**src/include/eof_pkg.sv**
```systemverilog
package eof_pkg;
  // Object dictionary indices.
  localparam logic [15:0] IDX_ERR_SUMMARY = 16'h1001;
  localparam logic [15:0] IDX_ERR_REACT = 16'h1029;
  localparam logic [15:0] IDX_DOUT = 16'h6200;
  localparam logic [15:0] IDX_DFB_SEL = 16'h6206;
  localparam logic [15:0] IDX_DFB_LVL = 16'h6207;
  localparam logic [15:0] IDX_PWM_DUTY = 16'h6500;
  localparam logic [15:0] IDX_PWM_PERIOD = 16'h6510;
  localparam logic [15:0] IDX_PFB_SEL = 16'h6543;
  localparam logic [15:0] IDX_PFB_DUTY = 16'h6544;

  // Subindices.
  localparam logic [7:0] SUB_VAR = 8'h00;
  localparam logic [7:0] SUB_FIRST = 8'h01;
  localparam logic [7:0] SUB_OUT_ERR = 8'h02;
  localparam logic [7:0] SUB_IN_ERR = 8'h03;

  // Error reaction settings.
  localparam logic [7:0] REACT_PREOP = 8'h00;
  localparam logic [7:0] REACT_KEEP = 8'h01;
  localparam logic [7:0] REACT_STOP = 8'h02;
  localparam logic [7:0] REACT_RST = 8'h00;

  // Error codes and summary values.
  localparam logic [15:0] ERR_STACK = 16'h6102;
  localparam logic [7:0] ERRSUM_NONE = 8'h00;
  localparam logic [7:0] ERRSUM_GENERIC = 8'h01;

  // Output fallback and PWM values.
  localparam logic [7:0] FB_ON = 8'h01;
  localparam logic [15:0] DUTY_RST = 16'h0000;
  localparam logic [15:0] DUTY_QUARTER = 16'h4000;
  localparam logic [15:0] PERIOD_RST = 16'h03e8;

  typedef enum logic [1:0] {
    NMT_PREOP,
    NMT_OPER,
    NMT_STOP
  } eof_nmt_t;
endpackage

```
**src/eof_nmt.sv**
```systemverilog
`timescale 1ns/10ps
// Node state tracker: picks the error reaction and raises the one-shot apply pulse.
module eof_nmt (
  input wire logic clk_in,
  input wire logic nrst_in,
  input wire logic err_evt_in,
  input wire logic err_stack_in,
  input wire logic [7:0] react_in,
  input wire logic start_in,
  output eof_pkg::eof_nmt_t state_out,
  output logic apply_out,
  output logic fault_out
);
  typedef struct packed {
    eof_pkg::eof_nmt_t state;
    logic apply;
    logic fault;
  } eof_nmt_st_t;

  eof_nmt_st_t r;
  eof_nmt_st_t n;

  always_comb begin
    n = r;
    n.apply = 1'b0;
    if (err_evt_in) begin
      if (err_stack_in) begin
        // A stack overrun is fatal; only reset clears the latch.
        n.fault = 1'b1;
        n.state = eof_pkg::NMT_STOP;
        n.apply = 1'b1;
      end else begin
        case (react_in)
          eof_pkg::REACT_PREOP: begin
            if (r.state != eof_pkg::NMT_PREOP) begin
              n.state = eof_pkg::NMT_PREOP;
              n.apply = 1'b1;
            end
          end
          eof_pkg::REACT_STOP: begin
            if (r.state != eof_pkg::NMT_STOP) begin
              n.state = eof_pkg::NMT_STOP;
              n.apply = 1'b1;
            end
          end
          default: begin
            n.state = r.state;
          end
        endcase
      end
    end else if (start_in && !r.fault) begin
      // A start restarts the node unless an error event comes in the same cycle or the stack fault is set.
      n.state = eof_pkg::NMT_OPER;
    end
  end

  always_ff @(posedge clk_in or negedge nrst_in) begin
    if (!nrst_in) begin
      r.state <= eof_pkg::NMT_PREOP;
      r.apply <= 1'b0;
      r.fault <= 1'b0;
    end else begin
      r <= n;
    end
  end

  assign state_out = r.state;
  assign apply_out = r.apply;
  assign fault_out = r.fault;
endmodule

```
**src/eof_top.sv**
```systemverilog
`timescale 1ns/10ps
// Function
// - Setting 0 preop, 1 keep, 2 stopped.
// - One setting covers every error source except stack overrun.
// - Subentries 2 and 3 are refused.
// - Stack overrun forces outputs to fallback.
// - Stack overrun clears only by reset.
// - Fallback only when node state changes, or on every stack overrun.
// - Masked digital outputs take fallback level bits.
// - Unmasked outputs stay unchanged on error.
// - Selected PWM channels load fallback duty.
// - Fallback duty uses the normal scale.
// - Outputs hold until new data writes, or until reset after stack overrun, which locks data writes out.
// - Duty scales linearly over sixteen bits.
module eof_top #(
  parameter int DO_N = 8,
  parameter int PWM_N = 2
) (
  input wire logic clk_in,
  input wire logic nrst_in,
  input wire logic od_wr_in,
  input wire logic od_rd_in,
  input wire logic [15:0] od_index_in,
  input wire logic [7:0] od_sub_in,
  input wire logic [15:0] od_wdata_in,
  input wire logic err_evt_in,
  input wire logic [15:0] err_code_in,
  input wire logic start_in,
  output logic od_ack_out,
  output logic od_err_out,
  output logic [15:0] od_rdata_out,
  output logic [DO_N-1:0] dig_out_out,
  output logic [PWM_N-1:0][15:0] pwm_duty_out,
  output logic [PWM_N-1:0][15:0] pwm_period_out,
  output eof_pkg::eof_nmt_t nmt_state_out,
  output logic stack_fault_out
);
  if (DO_N < 1 || DO_N > 8) begin : g_bad_do
    $error("DO_N must be 1 to 8");
  end
  if (PWM_N < 1 || PWM_N > 254) begin : g_bad_pwm
    $error("PWM_N must be 1 to 254");
  end

  typedef struct packed {
    logic [7:0] react;
    logic [7:0] errsum;
    logic [DO_N-1:0] dout;
    logic [DO_N-1:0] dsel;
    logic [DO_N-1:0] dlvl;
    logic [PWM_N-1:0][15:0] duty;
    logic [PWM_N-1:0][15:0] period;
    logic [PWM_N-1:0][7:0] psel;
    logic [PWM_N-1:0][15:0] pfb;
    logic ack;
    logic nack;
    logic [15:0] rdata;
  } eof_state_t;

  eof_state_t r;
  eof_state_t n;
  logic err_stack;
  logic apply_w;
  logic [PWM_N-1:0] ch_hit;

  assign err_stack = (err_code_in == eof_pkg::ERR_STACK);

  eof_nmt u_nmt (
    .clk_in(clk_in),
    .nrst_in(nrst_in),
    .err_evt_in(err_evt_in),
    .err_stack_in(err_stack),
    .react_in(r.react),
    .start_in(start_in),
    .state_out(nmt_state_out),
    .apply_out(apply_w),
    .fault_out(stack_fault_out)
  );

  for (genvar g = 0; g < PWM_N; g++) begin : g_ch
    assign ch_hit[g] = (od_sub_in == 8'(g + 1));
  end

  always_comb begin
    logic ok;
    logic dsub;
    logic [15:0] rd;
    n = r;
    ok = 1'b0;
    rd = 16'h0000;
    dsub = (od_sub_in == eof_pkg::SUB_FIRST);
    n.ack = 1'b0;
    n.nack = 1'b0;
    case (od_index_in)
      eof_pkg::IDX_ERR_SUMMARY: begin
        ok = (od_sub_in == eof_pkg::SUB_VAR) && !od_wr_in;
        rd = {8'h00, r.errsum};
      end
      eof_pkg::IDX_ERR_REACT: begin
        // Separate output and input error entries do not exist.
        ok = dsub && (!od_wr_in || od_wdata_in[7:0] <= eof_pkg::REACT_STOP);
        rd = {8'h00, r.react};
        if (od_wr_in && ok) begin
          n.react = od_wdata_in[7:0];
        end
      end
      eof_pkg::IDX_DOUT: begin
        // Data writes are locked out while the stack fault holds the fallback.
        ok = dsub && !(od_wr_in && stack_fault_out);
        rd = 16'(r.dout);
        if (od_wr_in && ok) begin
          n.dout = od_wdata_in[DO_N-1:0];
        end
      end
      eof_pkg::IDX_DFB_SEL: begin
        ok = dsub;
        rd = 16'(r.dsel);
        if (od_wr_in && ok) begin
          n.dsel = od_wdata_in[DO_N-1:0];
        end
      end
      eof_pkg::IDX_DFB_LVL: begin
        ok = dsub;
        rd = 16'(r.dlvl);
        if (od_wr_in && ok) begin
          n.dlvl = od_wdata_in[DO_N-1:0];
        end
      end
      eof_pkg::IDX_PWM_DUTY: begin
        ok = (|ch_hit) && !(od_wr_in && stack_fault_out);
        for (int i = 0; i < PWM_N; i++) begin
          if (ch_hit[i]) begin
            rd = r.duty[i];
            if (od_wr_in && ok) begin
              n.duty[i] = od_wdata_in;
            end
          end
        end
      end
      eof_pkg::IDX_PWM_PERIOD: begin
        ok = |ch_hit;
        for (int i = 0; i < PWM_N; i++) begin
          if (ch_hit[i]) begin
            rd = r.period[i];
            if (od_wr_in) begin
              n.period[i] = od_wdata_in;
            end
          end
        end
      end
      eof_pkg::IDX_PFB_SEL: begin
        ok = |ch_hit;
        for (int i = 0; i < PWM_N; i++) begin
          if (ch_hit[i]) begin
            rd = {8'h00, r.psel[i]};
            if (od_wr_in) begin
              n.psel[i] = od_wdata_in[7:0];
            end
          end
        end
      end
      eof_pkg::IDX_PFB_DUTY: begin
        ok = |ch_hit;
        for (int i = 0; i < PWM_N; i++) begin
          if (ch_hit[i]) begin
            rd = r.pfb[i];
            if (od_wr_in) begin
              n.pfb[i] = od_wdata_in;
            end
          end
        end
      end
      default: begin
        ok = 1'b0;
      end
    endcase
    if (od_wr_in || od_rd_in) begin
      n.ack = ok;
      n.nack = !ok;
      if (od_rd_in && ok) begin
        n.rdata = rd;
      end
    end
    if (start_in && !stack_fault_out) begin
      n.errsum = eof_pkg::ERRSUM_NONE;
    end
    // A new error in the same cycle as the restart keeps the summary set.
    if (err_evt_in) begin
      n.errsum = eof_pkg::ERRSUM_GENERIC;
    end
    // The apply pulse is a single cycle, so later data writes win again.
    if (apply_w) begin
      for (int i = 0; i < DO_N; i++) begin
        if (r.dsel[i]) begin
          n.dout[i] = r.dlvl[i];
        end
      end
      for (int i = 0; i < PWM_N; i++) begin
        if (r.psel[i] == eof_pkg::FB_ON) begin
          // Fallback duty is stored raw, on the same linear 16-bit scale.
          n.duty[i] = r.pfb[i];
        end
      end
    end
  end

  always_ff @(posedge clk_in or negedge nrst_in) begin
    if (!nrst_in) begin
      r <= '0;
      r.react <= eof_pkg::REACT_RST;
      r.errsum <= eof_pkg::ERRSUM_NONE;
      r.duty <= {PWM_N{eof_pkg::DUTY_RST}};
      r.period <= {PWM_N{eof_pkg::PERIOD_RST}};
    end else begin
      r <= n;
    end
  end

  assign od_ack_out = r.ack;
  assign od_err_out = r.nack;
  assign od_rdata_out = r.rdata;
  assign dig_out_out = r.dout;
  // Duty 0 is 0% and all ones is 100%, passed unchanged to the generator.
  assign pwm_duty_out = r.duty;
  assign pwm_period_out = r.period;

  logic plain_err;
  logic dout_wr;
  assign plain_err = err_evt_in && !err_stack;
  assign dout_wr = od_wr_in && od_index_in == eof_pkg::IDX_DOUT;
endmodule

```
**config.mk**
```make
export PLATFORM = sky130hd
export DESIGN_NAME = eof_top
export DESIGN_NICKNAME = d
export VERILOG_FILES = /design/src/include/eof_pkg.sv /design/src/eof_nmt.sv /design/src/eof_top.sv
export SDC_FILE = /design/constraint.sdc
export NUM_CORES = 1
export LEC_CHECK = 0
export BUFFER_PORTS_ARGS = -buffer_cell sky130_fd_sc_hd__buf_4
export CELL_PAD_IN_SITES_DETAIL_PLACEMENT = 1
export CELL_PAD_IN_SITES_GLOBAL_PLACEMENT = 1
export CORE_ASPECT_RATIO = 2
export CORE_MARGIN = 8
export CORE_UTILIZATION = 35
export CTS_CLUSTER_DIAMETER = 80
export CTS_CLUSTER_SIZE = 20
export DETAILED_ROUTE_END_ITERATION = 10
export GPL_ROUTABILITY_DRIVEN = 0
export PLACE_DENSITY = 0.78
export SYNTH_ARGS = -nofsm -noshare
export SYNTH_HDL_FRONTEND = slang
export SYNTH_SLANG_ARGS = --single-unit
export TNS_END_PERCENT = 30
```
**constraint.sdc**
```tcl
create_clock -name clk_in -period 2.4 [get_ports clk_in]
set_input_delay 0.24 -clock clk_in [delete_from_list [all_inputs] [get_ports clk_in]]
set_output_delay 0.24 -clock clk_in [all_outputs]
set_load 0.005 [all_outputs]
```
==> out/results.ini <==
[placed_design]
dp_hpwl_mm=22.4
place_area_sq_um=10200
portBuffers=154

[floorplanning]
ios=155
num_rows=82
initial_core_util_pct=35.4
core_area_sq_um=24900
chipWidth_microns=128
die_area_sq_um=30800
die_h_microns=240

[route]
drtAntennaViolNets=0
first_pass_iters=7
vias=6777
viasPerCell=5.43
routed_wl_mm=29.9
dr.first_iter.drc_count=370
drt-wirelength-per-cell_microns=24.0
drc=0

[logic_synthesis]
synthFlopType=dfrtp_1
yosys_warnings=0
synth_area_leaders=dfrtp_1 44%, mux2_2 15%, buf_4 7.5%
synth_top_family_by_area=multiplexers
yosysMostFrequentCell=dfrtp_1
synthTopCellsByCount=155 x dfrtp_1, 116 x mux2_2, 88 x buf_4
synth-adder-area-share_pct=0
async_flop_share_pct=100
synthSimpleGateAreaFrac_pct=9.48
synthMuxAreaShare_pct=20.5
synth.distinct_cells=57
netlist_instances=789
synth-compound-area-share_pct=12.1
syn-cell-area_sq_um=8820
seq_area_frac_synth_pct=47.6
yosys.area.top_type=dfrtp_1
synth_nets=851
synth_edf_count=0
synth_xor_area_share_pct=0.0993
ys_seq_elements=167
yosys.area.top_type_share_pct=44.0
avgSynthCellArea_sq_um=11.2

[worst_setup_path]
crit_path_end_kind=flip-flop
criticalPathCategory=in2reg
cp_max_fo=4
start_kind=input port
crit_required_ps=2730
cp.arrival_ps=2610

[pwr]
combPwrFrac_pct=4.8
internal-power_w=0.00464
ir_drop_uv=485
clkPwrFrac_pct=48.1
seqPwrFrac_pct=47.1
p_leak_nw=5.10
p_per_area_nw_per_um2=552
power.switching_w=0.00136
p_sw_share_pct=22.6

[timing]
finalCritPeriodShare_pct=95.1
final_hold_viol_count=0
tightest_slew_ps=505
fmax_mhz=438
maxSlewViolCount=0
rsz0062_at_grt=no
whs_ps=72.9
skew_ps=8.88
finalSetupViolations=0
relSlewSlack_pct=65.5
finalCriticalPeriod_ps=2280

[clocking]
clk_latency_ps=450
cts_tree=done
clock_sinks=167
htreeDepth=4
cts_inserted_buffers=17
cts_root_buf=clkbuf_16
cts_setup_buffers=0
clkSlewWorstSetupHoldPaths_ps=70
clockBufferDepth=2

[global_route]
grt_pass1_vias=7702
antenna_found_initial=0
track_usage_pct=19.9
grt_pass1_wl_mm=45.9
grt_remaining_overflow=0
grt_start_max_net_pins=61

[finish]
diodes=0
syn_to_final_growth_pct=23.2
multiInputGateArea_sq_um=3750
regArea_sq_um=4190
fin_util_pct=43.6
fillers=2685
drive_gt1_share_pct=43.2
design_area_sq_um=10900
nets=960

[outcome]
status=finished, final reports clean

[run]
maxCapViolations=0

[hold_path]
hold_path.class=in2reg

-- what timing repair did --
item	in CTS	in global routing
endpoints found under the hold margin	48	0
endpoints found under the setup margin	0	0
hold buffers	2	0
resized for setup	0	0
-- critical path, cell delays in order --
cell,delay [ps]
buf_4,120
or4b_2,730
o21bai_1,240
a211oi_1,280
o22ai_1,130
a21boi_0,300
buf_4,230
mux2_2,350
-- cell families (layout without fill, tap and decap cells) --
| group | Yosys count | in the layout |
|---|---|---|
| flops | 167 | 167 |
| mux | 166 | 166 |
| simple gates | 158 | 158 |
| compound gates | 155 | 155 |
| buf+inv | 142 | 264 |
| xor+xnor | 1 | 1 |
-- cell type report --
cell class              count  area share (%)
repair buffers            226            17.2
clock inverters            10            1.32
inverters                   6           0.207
multi-input cells         480            34.5
flip-flops and latches    167            38.6
clock buffers              22            4.27
well taps                 336            3.87
-- registers in the layout, summed over array words and instances, names as in the netlist --
register         count
od_ack_out           1
pwm_duty_out        32
r                   73
dig_out_out          8
u_nmt.apply_out      1
u_nmt.fault_out      1
u_nmt.state_out      2
od_err_out           1
pwm_period_out      32
od_rdata_out        16
-- path summary, 6_finish.rpt --
check,from,end,slack [ps],depth (start not counted)
max in group asynchronous,nrst_in,pwm_period_out[8],1290,3
worst max register to register,u_nmt.fault_out,od_rdata_out[13],230,6
worst max-delay path,od_index_in[3],od_rdata_out[13],120,8
worst min register to register,r[154],r[154],500,2
worst min-delay path,od_wdata_in[8],pwm_period_out[24],70,2
min in group asynchronous,nrst_in,pwm_period_out[12],310,2
-- placed cells by master (no fill, tap or decap), types with 3 or more instances in the layout --
master,count
buf_4,210
dfrtp_1,155
mux2_2,116
nor2_1,51
a22oi_1,49
a21oi_1,47
mux2i_1,46
nand2_1,23
o22a_1,18
clkbuf_16,17
buf_12,13
dfstp_2,12
nor3_1,11
and2_1,10
nand3_1,9
o21ai_0,9
nor4_1,7
o22ai_1,7
or3_1,6
inv_1,6
nor4b_1,5
nand4_1,5
a222oi_1,5
nor3b_1,4
mux2_1,4
nor4_2,3
nand2b_1,3
a211oi_1,3
nand4b_1,3
a221oi_1,3
clkbuf_1,3
bufinv_16,3
clkinvlp_4,3
-- through the flow --
stage / worst slack [ps] / total power [W] / setup TNS [ps] / instances
detailed placement: -277 / 0.00316 / -6330 / 1213
finish: 116 / 0.00600 / 0 / 1247
floorplan: -139 / 0.00294 / -4180 / 789
CTS: 186 / 0.00606 / 0 / 1247
global route: 50.7 / 0.00615 / 0 / 1247
global placement: -159 / 0.00316 / -3970 / 1213
-- power by group through the flow --
| stage | registers [W] | logic, W | clock network [W] |
|---|---|---|---|
| 2_1_floorplan | 0.00287 | 0.0000640 | 0 |
| 3_3_place_gp | 0.00288 | 0.000282 | 0 |
| 3_5_place_dp | 0.00288 | 0.000289 | 0 |
| 4_1_cts | 0.00282 | 0.000293 | 0.00294 |
| 5_1_grt | 0.00282 | 0.000316 | 0.00301 |
| 6_report | 0.00282 | 0.000290 | 0.00289 |
-- routing by layer --
| layer | GRT usage, % | share of wire, % | vias to the layer above |
|---|---|---|---|
| li1 | - | - | 3003 |
| met1 | 19.4 | 34 | 3525 |
| met2 | 37.5 | 57 | 185 |
| met3 | 3.60 | 4.0 | 64 |
| met4 | 12.5 | 4.7 | 0 |
| met5 | 0 | 0 | - |
Power figures use the tool's default switching activity.
